## config.mk

```make
export PLATFORM = sky130hd
export DESIGN_NAME = wss_seq_slots
export DESIGN_NICKNAME = d
export VERILOG_FILES = /design/src/wss_pkg.sv /design/src/wss_tick_div.sv /design/src/wss_seq_slots.sv
export SDC_FILE = /design/constraint.sdc
export NUM_CORES = 1
export LEC_CHECK = 0
export ABC_AREA = 1
export BUFFER_PORTS_ARGS = -buffer_cell sky130_fd_sc_hd__clkbuf_2
export CORE_MARGIN = 2
export CORE_UTILIZATION = 50
export DETAILED_ROUTE_END_ITERATION = 12
export PLACE_DENSITY = 0.8
export SYNTH_ARGS = -nofsm -noshare
export SYNTH_HDL_FRONTEND = slang
export SYNTH_SLANG_ARGS = --single-unit
```

## constraint.sdc

```tcl
create_clock -name I_CLK_SYS -period 2.1 [get_ports I_CLK_SYS]
set_clock_uncertainty 0.05 [all_clocks]
set_input_delay 0.315 -clock I_CLK_SYS [delete_from_list [all_inputs] [get_ports I_CLK_SYS]]
set_output_delay 0.315 -clock I_CLK_SYS [all_outputs]
set_load 0.005 [all_outputs]
```

## src/wss_pkg.sv

```systemverilog
package wss_pkg;

  // Register indices; byte address is four times the index
  localparam logic [7:0] SLOT_SEVEN_IDX = 8'h15;
  localparam logic [7:0] SLOT_EIGHT_IDX = 8'h16;
  localparam logic [7:0] STATUS_IDX = 8'h1F;

  localparam logic [7:0] SLOT_RESET = 8'h00;
  localparam int SLOT_DELAY_BIT = 7;
  localparam int STAT_BUSY_BIT = 0;
  localparam int STAT_INDEX_LSB = 1;
  localparam int STAT_DELAY_BIT = 4;

  localparam logic [2:0] FIRST_SLOT = 3'h0;
  localparam logic [2:0] LAST_SLOT = 3'h7;

  // One delay count is 10 ms at a 25 ns clock
  localparam int DELAY_UNIT_NS = 10000000;
  localparam int CLK_PERIOD_NS = 25;
  localparam int DELAY_UNIT_CYCLES = DELAY_UNIT_NS / CLK_PERIOD_NS;
  localparam int TICK_WIDTH = 19;

  typedef struct packed {
    logic delay_sel;
    logic [6:0] value;
  } wss_slot_t;

  typedef enum logic [3:0] {
    ST_IDLE = 4'b0001,
    ST_FETCH = 4'b0010,
    ST_PLAY = 4'b0100,
    ST_WAIT = 4'b1000
  } wss_state_t;

  function automatic logic [7:0] byte_addr(input logic [7:0] idx);
    byte_addr = {idx[5:0], 2'b00};
  endfunction

endpackage

```

## src/wss_tick_div.sv

```systemverilog
`timescale 1ns/1ps
module wss_tick_div #(
  parameter int TICK_CYCLES = wss_pkg::DELAY_UNIT_CYCLES
) (
  input wire logic i_clk,
  input wire logic i_reset,
  input wire logic i_restart,
  output logic o_tick
);

  logic [wss_pkg::TICK_WIDTH-1:0] cnt_ff;
  logic [wss_pkg::TICK_WIDTH-1:0] nxt_cnt;
  logic at_end;

  assign at_end = (cnt_ff == wss_pkg::TICK_WIDTH'(TICK_CYCLES - 1));
  assign o_tick = at_end & ~i_restart;
  assign nxt_cnt = (i_restart | at_end) ? '0 : cnt_ff + 1'b1;

  always_ff @(posedge i_clk)
  begin
    if (i_reset)
      cnt_ff <= '0;
    else
      cnt_ff <= nxt_cnt;
  end

endmodule

```

## src/wss_seq_slots.sv

```systemverilog
// The implementer's own choice: the APB register port.
`timescale 1ns/1ps
// Functional notes
// - Slot top bit set: value is idle delay, 10 ms per count, no waveform.
// - Slot top bit clear: bits 6..0 index a library waveform.
// - Start command begins playback at the first sequence slot.
// - After a waveform ends, advance to next slot if it is non-zero.
// - Sequence ends at first zero slot or after all eight slots.
// - A zero slot stops the sequencer without playing anything.
module wss_seq_slots #(
  parameter int TICK_CYCLES = wss_pkg::DELAY_UNIT_CYCLES
) (
  input wire logic I_CLK_SYS,
  input wire logic I_RESET,
  input wire logic I_PSEL,
  input wire logic I_PENABLE,
  input wire logic I_PWRITE,
  input wire logic [7:0] I_PADDR,
  input wire logic [31:0] I_PWDATA,
  input wire logic [3:0] I_PSTRB,
  output logic O_PREADY,
  output logic [31:0] O_PRDATA,
  output logic O_PSLVERR,
  input wire logic I_START,
  input wire logic [47:0] I_SLOTS_EARLY,
  output logic O_PLAY_STROBE,
  output logic [6:0] O_PLAY_ID,
  input wire logic I_PLAY_DONE,
  output logic O_DELAY_ACTIVE,
  output logic O_SEQ_BUSY
);

  wss_pkg::wss_slot_t slot_seven_ff;
  wss_pkg::wss_slot_t slot_eight_ff;
  wss_pkg::wss_state_t state_ff;
  wss_pkg::wss_state_t nxt_state;
  logic [2:0] idx_ff;
  logic [2:0] nxt_idx;
  logic [6:0] delay_ff;
  logic [6:0] nxt_delay;
  logic play_ff;
  logic nxt_play;
  logic [6:0] play_id_ff;
  logic [6:0] nxt_play_id;
  logic [31:0] prdata_ff;
  logic [31:0] nxt_prdata;

  // Bus decode
  logic setup;
  logic access;
  logic hit_seven;
  logic hit_eight;
  logic hit_status;
  logic mapped;
  logic wr_seven;
  logic wr_eight;
  logic [31:0] status_word;

  assign setup = I_PSEL & ~I_PENABLE;
  assign access = I_PSEL & I_PENABLE;
  assign hit_seven = (I_PADDR == wss_pkg::byte_addr(wss_pkg::SLOT_SEVEN_IDX));
  assign hit_eight = (I_PADDR == wss_pkg::byte_addr(wss_pkg::SLOT_EIGHT_IDX));
  assign hit_status = (I_PADDR == wss_pkg::byte_addr(wss_pkg::STATUS_IDX));
  assign mapped = hit_seven | hit_eight | hit_status;
  // Status is read only, so a write to it is an error too
  assign O_PREADY = 1'b1;
  assign O_PSLVERR = access & (~mapped | (I_PWRITE & hit_status));
  assign wr_seven = access & I_PWRITE & hit_seven & I_PSTRB[0];
  assign wr_eight = access & I_PWRITE & hit_eight & I_PSTRB[0];

  assign status_word = {27'h000_0000,
                        (state_ff == wss_pkg::ST_WAIT),
                        idx_ff,
                        (state_ff != wss_pkg::ST_IDLE)};

  // Read data is latched in the setup phase so the access phase needs no wait
  assign nxt_prdata = ~(setup & ~I_PWRITE) ? prdata_ff :
                      hit_seven ? {24'h00_0000, slot_seven_ff} :
                      hit_eight ? {24'h00_0000, slot_eight_ff} :
                      hit_status ? status_word : 32'h0000_0000;

  // Sequence walk
  logic [63:0] all_slots;
  wss_pkg::wss_slot_t cur_slot;
  logic last_slot;
  logic tick;
  logic restart_tick;

  assign all_slots = {slot_eight_ff, slot_seven_ff, I_SLOTS_EARLY};
  assign cur_slot = all_slots[{idx_ff, 3'b000} +: 8];
  assign last_slot = (idx_ff == wss_pkg::LAST_SLOT);
  assign restart_tick = (state_ff != wss_pkg::ST_WAIT);

  wss_tick_div #(
    .TICK_CYCLES(TICK_CYCLES)
  ) u_tick (
    .i_clk(I_CLK_SYS),
    .i_reset(I_RESET),
    .i_restart(restart_tick),
    .o_tick(tick)
  );

  always_comb
  begin
    nxt_state = state_ff;
    nxt_idx = idx_ff;
    nxt_delay = delay_ff;
    nxt_play = 1'b0;
    nxt_play_id = play_id_ff;
    unique case (state_ff)
      wss_pkg::ST_IDLE:
      begin
        // Start while busy is ignored rather than restarting mid-effect
        if (I_START)
        begin
          nxt_idx = wss_pkg::FIRST_SLOT;
          nxt_state = wss_pkg::ST_FETCH;
        end
      end
      wss_pkg::ST_FETCH:
      begin
        if (cur_slot == wss_wss_zero())
          nxt_state = wss_pkg::ST_IDLE;
        else if (cur_slot.delay_sel)
        begin
          nxt_delay = cur_slot.value;
          nxt_state = wss_pkg::ST_WAIT;
        end
        else
        begin
          nxt_play = 1'b1;
          nxt_play_id = cur_slot.value;
          nxt_state = wss_pkg::ST_PLAY;
        end
      end
      wss_pkg::ST_PLAY:
      begin
        if (I_PLAY_DONE)
        begin
          nxt_state = last_slot ? wss_pkg::ST_IDLE : wss_pkg::ST_FETCH;
          nxt_idx = last_slot ? idx_ff : idx_ff + 3'h1;
        end
      end
      wss_pkg::ST_WAIT:
      begin
        if (delay_ff == 7'h00)
        begin
          nxt_state = last_slot ? wss_pkg::ST_IDLE : wss_pkg::ST_FETCH;
          nxt_idx = last_slot ? idx_ff : idx_ff + 3'h1;
        end
        else if (tick)
          nxt_delay = delay_ff - 7'h01;
      end
      default:
        nxt_state = wss_pkg::ST_IDLE;
    endcase
  end

  function automatic wss_pkg::wss_slot_t wss_wss_zero();
    wss_wss_zero = wss_pkg::wss_slot_t'(wss_pkg::SLOT_RESET);
  endfunction

  always_ff @(posedge I_CLK_SYS)
  begin
    if (I_RESET)
    begin
      slot_seven_ff <= wss_pkg::wss_slot_t'(wss_pkg::SLOT_RESET);
      slot_eight_ff <= wss_pkg::wss_slot_t'(wss_pkg::SLOT_RESET);
      prdata_ff <= 32'h0000_0000;
    end
    else
    begin
      if (wr_seven)
        slot_seven_ff <= wss_pkg::wss_slot_t'(I_PWDATA[7:0]);
      if (wr_eight)
        slot_eight_ff <= wss_pkg::wss_slot_t'(I_PWDATA[7:0]);
      prdata_ff <= nxt_prdata;
    end
  end

  always_ff @(posedge I_CLK_SYS)
  begin
    if (I_RESET)
    begin
      state_ff <= wss_pkg::ST_IDLE;
      idx_ff <= wss_pkg::FIRST_SLOT;
      delay_ff <= 7'h00;
      play_ff <= 1'b0;
      play_id_ff <= 7'h00;
    end
    else
    begin
      state_ff <= nxt_state;
      idx_ff <= nxt_idx;
      delay_ff <= nxt_delay;
      play_ff <= nxt_play;
      play_id_ff <= nxt_play_id;
    end
  end

  assign O_PRDATA = prdata_ff;
  assign O_PLAY_STROBE = play_ff;
  assign O_PLAY_ID = play_id_ff;
  // Engine stays silent through a delay slot
  assign O_DELAY_ACTIVE = (state_ff == wss_pkg::ST_WAIT);
  assign O_SEQ_BUSY = (state_ff != wss_pkg::ST_IDLE);

endmodule

```

==> results of run 1 <==
stage by stage:
step | utilization (%) | cells | setup WS [ns] | hold WS (ns) | cell area (µm²)
global placement | 57.7 | 819 | 0.262 | 0.382 | 4440
detailed placement | 57.7 | 819 | 0.211 | 0.391 | 4440
global route | 60.4 | 834 | 0.0204 | 0.192 | 4650
finish | 60.4 | 834 | 0.194 | 0.200 | 4650
CTS | 60.3 | 834 | 0.160 | 0.182 | 4630
floorplan | - | 658 | 0.417 | 0.334 | 4050
cells by family after synthesis:
kind of cell / share of synthesized area (%)
xor+xnor: 1.55
flops: 32.9
other cells: 0.190
buf+inv: 16.5
fa+ha+maj: 1.26
simple gates: 35.6
compound gates: 12.0
worst max-delay path: stages, from the launching register on:
cell,delay [ns]
dfxtp_1,0.35
buf_4,0.31
nand2_1,0.10
nand3_1,0.09
nand3_1,0.08
nand2_1,0.20
nand2_1,0.09
nor2_2,0.16
nand2_4,0.12
nand2_4,0.12
nand2_1,0.06
nand2_1,0.05
nor2_1,0.04
synth_stat cells, types with 4 or more instances:
master    number
nand2_1      170
xor2_1         6
buf_2          6
buf_4         28
inv_1         88
a21oi_1       34
clkbuf_1       7
o21ai_0       38
ha_1           4
nor2_1        66
nand3_1       59
nor3_1        15
dfxtp_1       65
nand4_1        5
or2_2          4
layer usage:
layer	global-route usage, %	part of all wire [%]	vias up
li1	-	-	2142
met1	27.7	43	1915
met2	42.2	51	120
met3	5.00	4.8	17
met4	7.72	1.3	0
met5	0	0	-
worst max-delay path by stage:
stage	to	slack, ns	depth (start not counted)
global route	idx_ff[0]	0.02	9
detailed placement	delay_ff[4]	0.21	12
floorplan	delay_ff[4]	0.42	12
global placement	all_slots[56]	0.26	8
CTS	delay_ff[4]	0.16	12
finish	O_PLAY_ID[6]	0.19	12
flip-flops by register name (all words and copies together) (netlist names):
name / count
all_slots: 16
state_ff: 4
delay_ff: 7
O_PLAY_ID: 7
O_PLAY_STROBE: 1
idx_ff: 3
O_PRDATA: 8
u_tick.cnt_ff: 19
power breakdown:
part           internal (µW)  switching, µW  total [µW]
sequential              1280           31.8        1310
combinational            247            413         659
clock                    608            463        1070
layout make-up:
| cell class | count | area share, % |
|---|---|---|
| Clock buffer | 13 | 3.42 |
| Inverter | 93 | 7.51 |
| Multi-Input combinational cell | 455 | 45.3 |
| Sequential cell | 65 | 28.0 |
| Timing Repair Buffer | 104 | 12.2 |
| Tap cell | 102 | 2.75 |
| Clock inverter | 2 | 0.808 |
==> key figures, run 1 <==
Worst setup path
  – Element type at the critical path start: register
  – Worst Path Required: 2.29 ns
  – Crit path kind: reg2reg
  – Reg2Reg Capture Point: O_PLAY_ID[6]
  – CP Launch Point: idx_ff[0]
  – Worst Reg-to-Reg Cells: 12
  – Startpoint of the worst-slack reg-to-reg timing path: idx_ff[0]
  – Setup slack on the worst flop-to-flop path: 0.19 ns
  – Endpoint arrival time on the critical path: around 2.1 ns
  – Largest driver fanout on the critical path: 31
  – Critical path capture point type: register

Power and ir drop
  – IR Drop Worst-Case VDD: 0.510 mV
  – Power consumption: 3040 µW
  – Power Density: between 600 and 700 mW/mm²
  – Leak: 0.00230 µW

Floorplan
  – Horizontal die dimension: 93.0 µm
  – Die outline area: 0.00865 mm²
  – I/O pins: between 100 and 150
  – Count of standard-cell rows: 32
  – Starting density of the core: between 50% and 60%
  – Overall die height: between 90 and 100 µm
  – Total core area: a little under 0.008 mm²

Clock tree
  – Number of H-tree levels: 3
  – Cts hold-fix bufs: 0
  – Clk Latency, worst-skew pair: 0.34 ns
  – Clock transition at the registers of the reported paths: 0.07 ns
  – TritonCTS clock tree: yes
  – Postcts setup bufs: 0
  – TritonCTS buffer count: 9
  – TritonCTS Sinks: 65
  – Maximum root-to-sink buffer count: 2
  – Cell at the root of the clock tree: clkbuf_8
  – Post_cts resized: 0

STA
  – Worst-Margin Slew: 0.520 ns
  – F_max: between 500 and 600 MHz
  – Final setup TNS: 0 ns
  – Final-report hold violation count: 0
  – Unrepaired setup endpoints after global routing: no
  – Period utilisation layout: 90.7%
  – Count of final setup violators: 0
  – Normalized max-slew margin: 65.1%
  – Max-slew violation total from the final report: 0
  – Final Critical Period: between 1.5 and 2 ns

Routing
  – Via density per instance: 5.03
  – Wire per inst: 12.0 µm
  – Violation count after the first detailed-routing iteration: 209
  – Post-detailed-route count of antenna-violating nets: 0
  – # DRC: 0
  – Via Count: 4194
  – Drt first pass iters: 5
  – Wirelength, routed: 9980 µm

Synth
  – Post-synthesis cell type with the largest combined area: dfxtp_1
  – Main flop type after synthesis: dfxtp_1
  – Proportion of synthesized chip area in sequential cells: between 30% and 40%
  – Cell area after synthesis: 0.00396 mm²
  – Number of synthesized flops with an enable pin: 0
  – Warnings from Yosys: 0
  – Number of flip-flops and latches in the synthesized netlist: 65
  – Post-synth ARST share: 0%
  – Cell types with the largest area share after synthesis: dfxtp_1, nand2_1, inv_1
  – Mean Syn Cell Area: about 6.2 µm²
  – Synthesized instance count: between 600 and 700
  – Yosys top cell area share: 32.9%
  – Post-synthesis cell type count: 37

Global route
  – Pin count of the biggest net entering global routing: 37
  – Number of global-route vias before repair: 3918
  – Remaining Overflow, GRT: 0
  – Initial antenna violation count: 0
  – Global-route wire length before repair: 16600 µm
  – All-Layer GR Usage: 23.5%

Final layout
  – Layout cell share with drive strength beyond 1: 18.2%
  – Fillers: 732
  – Most frequent standard cell in the layout excluding fill and tap cells: nand2_1
  – Commonest non-fill, non-tap cells in the layout: nand2_1, clkbuf_2, inv_1, dfxtp_1, nor2_1
  – Storage cell area: approximately 0.0013 mm²
  – NumNets Final: approximately 830
  – Area of combinational cells with multiple inputs: 0.00210 mm²
  – Syn-to-layout area delta: 17.3%
  – Number of diodes: 0

Run status
  – Run status: completed

Placed design
  – I/O Buffers: 90
  – Final Wtd Congestion: 0.875
  – HPWL after detailed placement: 7420 µm

Run
  – Max-cap violations: 0

Min path
  – Hold endpoint: state_ff[2]
  – Hold path startpoint: I_RESET
  – Number of stages on the worst hold path: 2
  – Classification of the worst-slack hold path: in2reg
(Power assumes the default switching activity.)
==> inputs of run 2 (changes only) <==
--- a/config.mk
+++ b/config.mk
@@ -8,9 +8,10 @@
 export ABC_AREA = 1
 export BUFFER_PORTS_ARGS = -buffer_cell sky130_fd_sc_hd__clkbuf_2
 export CORE_MARGIN = 2
-export CORE_UTILIZATION = 50
+export CORE_UTILIZATION = 51
 export DETAILED_ROUTE_END_ITERATION = 12
-export PLACE_DENSITY = 0.8
+export PLACE_DENSITY = 0.81
 export SYNTH_ARGS = -nofsm -noshare
 export SYNTH_HDL_FRONTEND = slang
+export SYNTH_HIERARCHICAL = 1
 export SYNTH_SLANG_ARGS = --single-unit
==> run 2 against run 1 <==
Against the previous run: die area grew 0.70%; total power grew 9.3%; final cell count grew 1.2%; largest cell class unchanged; critical endpoint is now O_PLAY_ID[4]; final area grew 1.3%.
==> key figures, run 2 <==
Synth
  – Proportion of synthesized chip area in sequential cells: 32.0% (-0.88 points)
  – Warnings from Yosys: 6 (+6)
  – Post-synthesis cell type with the largest combined area: dfxtp_1
  – Cell area after synthesis: 0.00407 mm² (+2.7%)
  – Commonest cells in the synthesized netlist: nand2_1, inv_1, nor2_1
  – Yosys top cell area share: 32.0% (-0.88 points)
  – Number of synthesized flops with an enable pin: 0 (unchanged)
  – Cell types with the largest area share after synthesis: dfxtp_1, nand2_1, inv_1
  – Main flop type after synthesis: dfxtp_1
  – Number of flip-flops and latches in the synthesized netlist: 65 (unchanged)
  – Leading cell type by number of instances after synthesis: nand2_1
  – Mean Syn Cell Area: 6.28 µm² (+0.69%)
  – Synthesized instance count: 648 (+2.0%)
  – Post-synth ARST share: 0% (unchanged)
  – Post-synthesis cell type count: 38 (+2.7%)

STA
  – Final-report hold violation count: 0 (unchanged)
  – Worst-Margin Slew: 0.492 ns (-0.0278 ns)
  – Smallest hold slack: 0.182 ns (-0.0180 ns)
  – Post-route setup slack: 0.246 ns (+0.0521 ns)
  – Max-slew violation total from the final report: 0 (unchanged)
  – F_max: 539 MHz (+2.8%)
  – Period utilisation layout: 88.3% (-2.5 points)
  – Count of final setup violators: 0 (unchanged)
  – Unrepaired setup endpoints after global routing: no
  – Final Critical Period: 1.85 ns (-0.0521 ns)
  – Final setup TNS: 0 ns (unchanged)
  – Normalized max-slew margin: 66.9% (+1.9 points)

Clock tree
  – Maximum root-to-sink buffer count: 2 (unchanged)
  – Clock transition at the registers of the reported paths: 0.07 ns (about the same)
  – Cts hold-fix bufs: 0 (unchanged)
  – TritonCTS Sinks: 65 (unchanged)
  – Number of H-tree levels: 3 (unchanged)
  – TritonCTS clock tree: yes
  – TritonCTS buffer count: 9 (unchanged)
  – Postcts setup bufs: 0 (unchanged)
  – Clk Latency, worst-skew pair: 0.34 ns (about the same)
  – Post_cts resized: 0 (unchanged)
  – Cell at the root of the clock tree: clkbuf_8

Floorplan
  – Horizontal die dimension: 93.3 µm (+0.35%)
  – Count of standard-cell rows: 32 (unchanged)
  – Overall die height: 93.3 µm (+0.35%)
  – Total core area: 0.00773 mm² (+0.52%)
  – Starting density of the core: 52.7% (+1.1 points)
  – Die outline area: 0.00871 mm² (+0.70%)
  – I/O pins: 143 (unchanged)

Global route
  – Remaining Overflow, GRT: 0 (unchanged)
  – Pin count of the biggest net entering global routing: 44 (+19%)
  – Initial antenna violation count: 0 (unchanged)
  – Global-route wire length before repair: 16000 µm (-3.4%)
  – All-Layer GR Usage: 22.5% (-0.98 points)
  – Number of global-route vias before repair: 3816 (-2.6%)

Worst setup path
  – Endpoint arrival time on the critical path: 2.03 ns (-0.06 ns)
  – Worst Path Required: 2.28 ns (about the same)
  – Crit path kind: reg2reg
  – Worst Reg-to-Reg Cells: 12 (unchanged)
  – Number of buffer and inverter stages on the critical path: 1 (unchanged)
  – Setup slack on the worst flop-to-flop path: 0.25 ns (+0.05 ns)
  – Startpoint of the worst-slack reg-to-reg timing path: idx_ff[0]
  – Ordered cell list for the critical path: buf_4 > nand2_1 > nand3_1 > nand3_1 > nand2_1 > nand2_2 > nor2_4 > nand2_4 > nand2_4 > nand2_1 > nand2_1 > nor2_1
  – Critical path capture point type: register
  – Max stage delay cell, worst path: dfxtp_1
  – Delay of the slowest cell on the worst path: 0.47 ns (+0.12 ns)
  – Largest delay share family, worst path: simple AND/OR/NAND/NOR gates
  – Largest driver fanout on the critical path: 11 (-65%)
  – Cell with the most instances on the worst path: nand2_1
  – Element type at the critical path start: register
  – Reg2Reg Capture Point: O_PLAY_ID[4]

Power and ir drop
  – Power dissipated by switching net loads: 1060 µW (+17%)
  – Sequential group share of total power: 40.4% (-2.7 points)
  – Switching part of the total: 32.0% (+2.1 points)
  – Power Density: 706 mW/mm² (+7.9%)
  – Internal: 2260 µW (+5.9%)
  – Combinational group share of total power: 26.9% (+5.2 points)
  – Leak: 0.00227 µW (-1.3%)
  – IR Drop Worst-Case VDD: 0.386 mV (-24%)
  – Part of the power in the clock network: 32.7% (-2.5 points)

Placed design
  – Setup WS pre-CTS: 0.255 ns (+0.0438 ns)
  – HPWL after detailed placement: 7210 µm (-2.8%)
  – Post-detailed-placement cell area: 0.00450 mm² (+1.4%)
  – Final Wtd Congestion: 0.865 (-1.2%)
  – I/O Buffers: 90 (unchanged)

Routing
  – Violation count after the first detailed-routing iteration: 297 (+42%)
  – Post-detailed-route count of antenna-violating nets: 0 (unchanged)
  – # DRC: 0 (unchanged)
  – Via density per instance: 4.93 (-2.0%)
  – Via Count: 4158 (-0.86%)
  – Wire per inst: 11.2 µm (-6.7%)
  – Drt first pass iters: 5 (unchanged)
  – Wirelength, routed: 9430 µm (-5.5%)

Min path
  – Number of stages on the worst hold path: 2 (unchanged)
  – Hold path startpoint: I_RESET
  – Classification of the worst-slack hold path: in2reg
  – Hold endpoint: state_ff[2]

Final layout
  – Syn-to-layout area delta: 15.7%
  – NumNets Final: 840 (+1.1%)
  – Layout cell share with drive strength beyond 1: 18.2% (+0.025 points)
  – Util after Layout: 60.9% (+0.46 points)
  – Number of diodes: 0 (unchanged)
  – Most frequent standard cell in the layout excluding fill and tap cells: nand2_1
  – Largest register FFs: 19 (unchanged)
  – Register bank with the most flops: u_tick/cnt_ff
  – Final design instance area without fill: 0.00471 mm² (+1.3%)
  – Commonest non-fill, non-tap cells in the layout: nand2_1, clkbuf_2, inv_1, nor2_1, dfxtp_1

Run status
  – Run status: completed

Run
  – Max-cap violations: 0 (unchanged)
run 2: cell count changes after synthesis, moves of 4 or more:
cell | previous run | this run
nand3_1 | 59 | 55
a21oi_1 | 34 | 42
nor2_1 | 66 | 70
o21ai_1 | 1 | 5
nor3_1 | 15 | 6
buf_2 | 6 | 2
nand2_2 | 0 | 5
xnor2_1 | 1 | 6
run 2: per-layer routing:
metal	up-vias	global-route usage [%]	routed length (µm)
met4	0	9.56	191
met3	19	4.11	611
met5	-	0	0
met2	144	38.2	4450
met1	1824	27.9	4180
li1	2171	-	-
run 2: through the flow:
| stage | std cells | power [µW] |
|---|---|---|
| 6_report | 844 | 3320 |
| 4_1_cts | 844 | 3360 |
| 2_1_floorplan | 671 | 2040 |
| 3_3_place_gp | 828 | 2230 |
| 5_1_grt | 844 | 3530 |
| 3_5_place_dp | 828 | 2250 |
run 2: worst max path at each step:
stage / from / endpoint / slack (ns) / depth (start not counted)
after floorplan: delay_ff[0] / idx_ff[1] / 0.52 / 9
final: idx_ff[0] / O_PLAY_ID[4] / 0.25 / 12
after CTS: idx_ff[0] / O_PLAY_ID[4] / 0.24 / 12
after global routing: idx_ff[1] / O_PLAY_ID[4] / 0.07 / 11
after detailed placement: idx_ff[0] / O_PLAY_ID[4] / 0.25 / 12
after global placement: idx_ff[0] / O_PLAY_ID[4] / 0.30 / 12
run 2: logic make-up (layout without fill, tap and decap cells):
group	after synthesis	in the layout	synth area share [%]
and+or+nand+nor	330	330	35.1
buffers and inverters	138	209	16.6
AOI/OAI and AO/OA	100	100	13.0
DFF	65	65	32.0
xor gates and xnor gates	9	9	1.94
adders and majority gates	4	4	1.23
other	2	25	0.185
run 2: final cells by class:
class / instances / area, µm²
Tap cell: 102 / 128
Inverter: 93 / 354
Clock buffer: 14 / 173
Fill cell: 752 / 3020
Multi-Input combinational cell: 468 / 2180
Clock inverter: 2 / 35.0
Timing Repair Buffer: 100 / 538
Sequential cell: 65 / 1300
run 2: power groups by stage:
stage,clock [µW],sequential (µW),combinational [µW]
after CTS,1120,1340,892
after detailed placement,0,1370,886
final,1090,1340,892
after global routing,1180,1350,1000
after global placement,0,1360,867
after floorplan,0,1350,690
==> inputs of run 3 (changes only) <==
--- a/config.mk
+++ b/config.mk
@@ -8,10 +8,11 @@
 export ABC_AREA = 1
 export BUFFER_PORTS_ARGS = -buffer_cell sky130_fd_sc_hd__clkbuf_2
 export CORE_MARGIN = 2
-export CORE_UTILIZATION = 51
+export CORE_UTILIZATION = 46
 export DETAILED_ROUTE_END_ITERATION = 12
-export PLACE_DENSITY = 0.81
+export PLACE_DENSITY = 0.78
 export SYNTH_ARGS = -nofsm -noshare
 export SYNTH_HDL_FRONTEND = slang
 export SYNTH_HIERARCHICAL = 1
 export SYNTH_SLANG_ARGS = --single-unit
+export TNS_END_PERCENT = 50
==> constraint.sdc (replaced) <==
create_clock -name I_CLK_SYS -period 1.67 [get_ports I_CLK_SYS]
set_clock_uncertainty 0.05 [all_clocks]
set_input_delay 0.2505 -clock I_CLK_SYS [delete_from_list [all_inputs] [get_ports I_CLK_SYS]]
set_output_delay 0.2505 -clock I_CLK_SYS [all_outputs]
set_load 0.005 [all_outputs]
==> run 3 against run 2 <==
Against the previous run: the run now ends with setup timing left; fmax is 9.2% higher; worst hold slack worse by 0.065 ns; total power grew 29%; first-iteration DRC count is 18% lower; critical path type unchanged; largest power group unchanged.
==> key figures, run 3 (same netlist as run 2, synthesis figures left out) <==
Worst setup path
  – Logic depth of the worst path, buffers included: 12 (unchanged)
  – Setup slack on the worst flop-to-flop path: -0.03 ns (-0.27 ns)
  – Endpoint arrival time on the critical path: 1.88 ns (-0.15 ns)
  – End point of the critical path: O_PLAY_ID[5]
  – Largest delay share family, worst path: simple AND/OR/NAND/NOR gates
  – Reg2Reg Capture Point: O_PLAY_ID[5]
  – Element type at the critical path start: register
  – Crit path kind: reg2reg
  – Critical path capture point type: register
  – Max stage delay cell, worst path: dfxtp_4
  – Delay of the slowest cell on the worst path: 0.43 ns (-0.04 ns)
  – Ordered cell list for the critical path: buf_8 > nand2_1 > nand3_1 > nand3_1 > nand2_2 > nand2_2 > nor2_4 > nand2_4 > nand2_4 > nand2_1 > nand2_1 > nor2_1
  – Number of buffer and inverter stages on the critical path: 1 (unchanged)
  – Worst Path Required: 1.85 ns (-0.43 ns)
  – Largest driver fanout on the critical path: 10 (-1)
  – Worst Reg-to-Reg Cells: 12 (unchanged)
  – Cell with the most instances on the worst path: nand2_1
  – Startpoint of the worst-slack reg-to-reg timing path: idx_ff[0]
  – CP Launch Point: idx_ff[0]

Global route
  – Number of global-route vias before repair: 4085 (+7.0%)
  – Pin count of the biggest net entering global routing: 44 (unchanged)
  – Initial antenna violation count: 0 (unchanged)
  – All-Layer GR Usage: 21.9% (-0.55 points)
  – Remaining Overflow, GRT: 0 (unchanged)
  – Global-route wire length before repair: 17800 µm (+11%)

STA
  – Final setup TNS: -0.0434 ns (-0.0434 ns)
  – Period utilisation layout: 102% (+13 points)
  – Max-slew violation total from the final report: 0 (unchanged)
  – Unrepaired setup endpoints after global routing: yes
  – Count of final setup violators: 2 (+2)
  – F_max: 589 MHz (+9.2%)
  – Final Critical Period: 1.70 ns (-0.156 ns)
  – Post-route setup slack: -0.0279 ns (-0.274 ns)
  – Final-report hold violation count: 0 (unchanged)

Power and ir drop
  – Power consumption: 4270 µW (+29%)
  – Combinational group share of total power: 34.8% (+7.9 points)
  – IR Drop Worst-Case VDD: 0.675 mV (+75%)
  – Internal: 2810 µW (+24%)
  – Leak: 0.00241 µW (+6.3%)
  – Sequential group share of total power: 39.3% (-1.1 points)
  – Part of the power in the clock network: 25.9% (-6.8 points)
  – Power dissipated by switching net loads: 1460 µW (+37%)
  – Switching part of the total: 34.2% (+2.2 points)
  – Power Density: 852 mW/mm² (+21%)

Final layout
  – Number of diodes: 0 (unchanged)
  – Commonest non-fill, non-tap cells in the layout: nand2_1, clkbuf_2, inv_1, nor2_1, dfxtp_1
  – Non-Filler Instances: 880 (+4.3%)
  – NumNets Final: 873 (+3.9%)
  – Most frequent standard cell in the layout excluding fill and tap cells: nand2_1
  – Layout cell share with drive strength beyond 1: 23.7% (+5.5 points)
  – Largest register FFs: 19 (unchanged)
  – Register bank with the most flops: u_tick/cnt_ff
  – Syn-to-layout area delta: 23.2%

Routing
  – Wire per inst: 12.0 µm (+7.6%)
  – Violation count after the first detailed-routing iteration: 244 (-18%)
  – # DRC: 0 (unchanged)
  – Via density per instance: 5.00 (+1.6%)
  – Wirelength, routed: 10600 µm (+12%)
  – Via Count: 4404 (+5.9%)
  – Drt first pass iters: 5 (unchanged)
  – Post-detailed-route count of antenna-violating nets: 0 (unchanged)

Run status
  – Run status: finished, violations left
  – Failing checks: setup timing

Floorplan
  – I/O pins: 143 (unchanged)
  – Overall die height: 98.1 µm (+5.1%)
  – Count of standard-cell rows: 34 (+6.3%)
  – Die outline area: 0.00961 mm² (+10%)
  – Horizontal die dimension: 98.1 µm (+5.1%)
  – Starting density of the core: 47.1% (-5.5 points)
  – Total core area: 0.00864 mm² (+12%)

Min path
  – Classification of the worst-slack hold path: in2reg

Clock tree
  – TritonCTS clock tree: yes
  – Clk Latency, worst-skew pair: 0.33 ns (about the same)
  – TritonCTS Sinks: 65 (unchanged)
  – TritonCTS buffer count: 9 (unchanged)
  – Maximum root-to-sink buffer count: 2 (unchanged)
  – Clock transition at the registers of the reported paths: 0.06 ns (about the same)
  – Number of H-tree levels: 3 (unchanged)
  – Cell at the root of the clock tree: clkbuf_8
  – Cts hold-fix bufs: 0 (unchanged)

Placed design
  – HPWL after detailed placement: 7820 µm (+8.4%)
  – Placed cell count: 859 (+3.7%)
  – Final Wtd Congestion: 0.847 (-2.1%)
  – Setup WS pre-CTS: -0.162 ns (-0.417 ns)
  – I/O Buffers: 90 (unchanged)

Run
  – Max-cap violations: 0 (unchanged)
==> run 3: cell count changes in the layout (fill, tap and decap cells not counted), moves of 2 or more <==
cell      before  now
ha_1           4    2
inv_2          3    5
inv_1         88   86
nand2_1      173  166
nand3_2        2    5
nand2_2        5   12
nor2_4         2    4
clkbuf_8      12   10
nand3_1       55   52
buf_4          9   36
nor2_1        70   68
ha_2           0    2
==> run 3: worst reg2reg max path, delay by kind of cell, from the launching register on <==
family / cells / cell delay [ns]
buffers and inverters: 1 / 0.15
and+or+nand+nor: 11 / 0.97
DFF: 1 / 0.43
==> run 3: cell type report <==
class / instances / area [µm²]
fill: 837 / 3620
multi-input combinational: 470 / 2250
sequential: 65 / 1310
timing repair buffer: 131 / 812
inverter: 93 / 357
clock buffer: 12 / 145
tap: 108 / 135
clock inverter: 1 / 5.00
==> run 3: power groups by stage <==
| stage | sequential, µW | clock, µW | combinational (µW) |
|---|---|---|---|
| 3_3_place_gp | 1710 | 0 | 1290 |
| 4_1_cts | 1680 | 1130 | 1370 |
| 5_1_grt | 1690 | 1210 | 1630 |
| 3_5_place_dp | 1710 | 0 | 1320 |
| 6_report | 1680 | 1110 | 1480 |
| 2_1_floorplan | 1700 | 0 | 868 |
==> run 3: timing repair <==
action,in CTS,in global routing
buffers inserted,0,5
gates resized for setup,14,11
setup endpoints to repair,21,23
pin swaps,1,5
gates cloned,0,3
==> run 3: worst min-delay path by stage <==
stage | startpoint | end | cells past startpoint
after floorplan | I_RESET | state_ff[2] | 1
after global placement | u_tick/cnt_ff[18] | u_tick/cnt_ff[18] | 2
after detailed placement | all_slots[55] | all_slots[55] | 2
after CTS | I_RESET | O_PLAY_STROBE | 2
after global routing | I_RESET | O_PLAY_STROBE | 2
final | I_RESET | O_PLAY_STROBE | 2
==> run 3: through the flow <==
step	hold slack [ns]	area (µm²)	util (%)
after detailed placement	0.419	4690	54.4
after global routing	0.109	5010	58.0
after global placement	0.410	4690	54.4
final	0.117	5010	58.0
after CTS	0.105	4890	56.6
after floorplan	0.270	4160	-
==> run 3: layer usage <==
layer  vias up  global-route usage [%]  part of all wire (%)
li1       2243                       -                     -
met1      2005                    26.2                    43
met2       132                    38.3                    49
met3        24                    4.72                   5.1
met4         0                    8.65                   3.0
met5         -                       0                     0
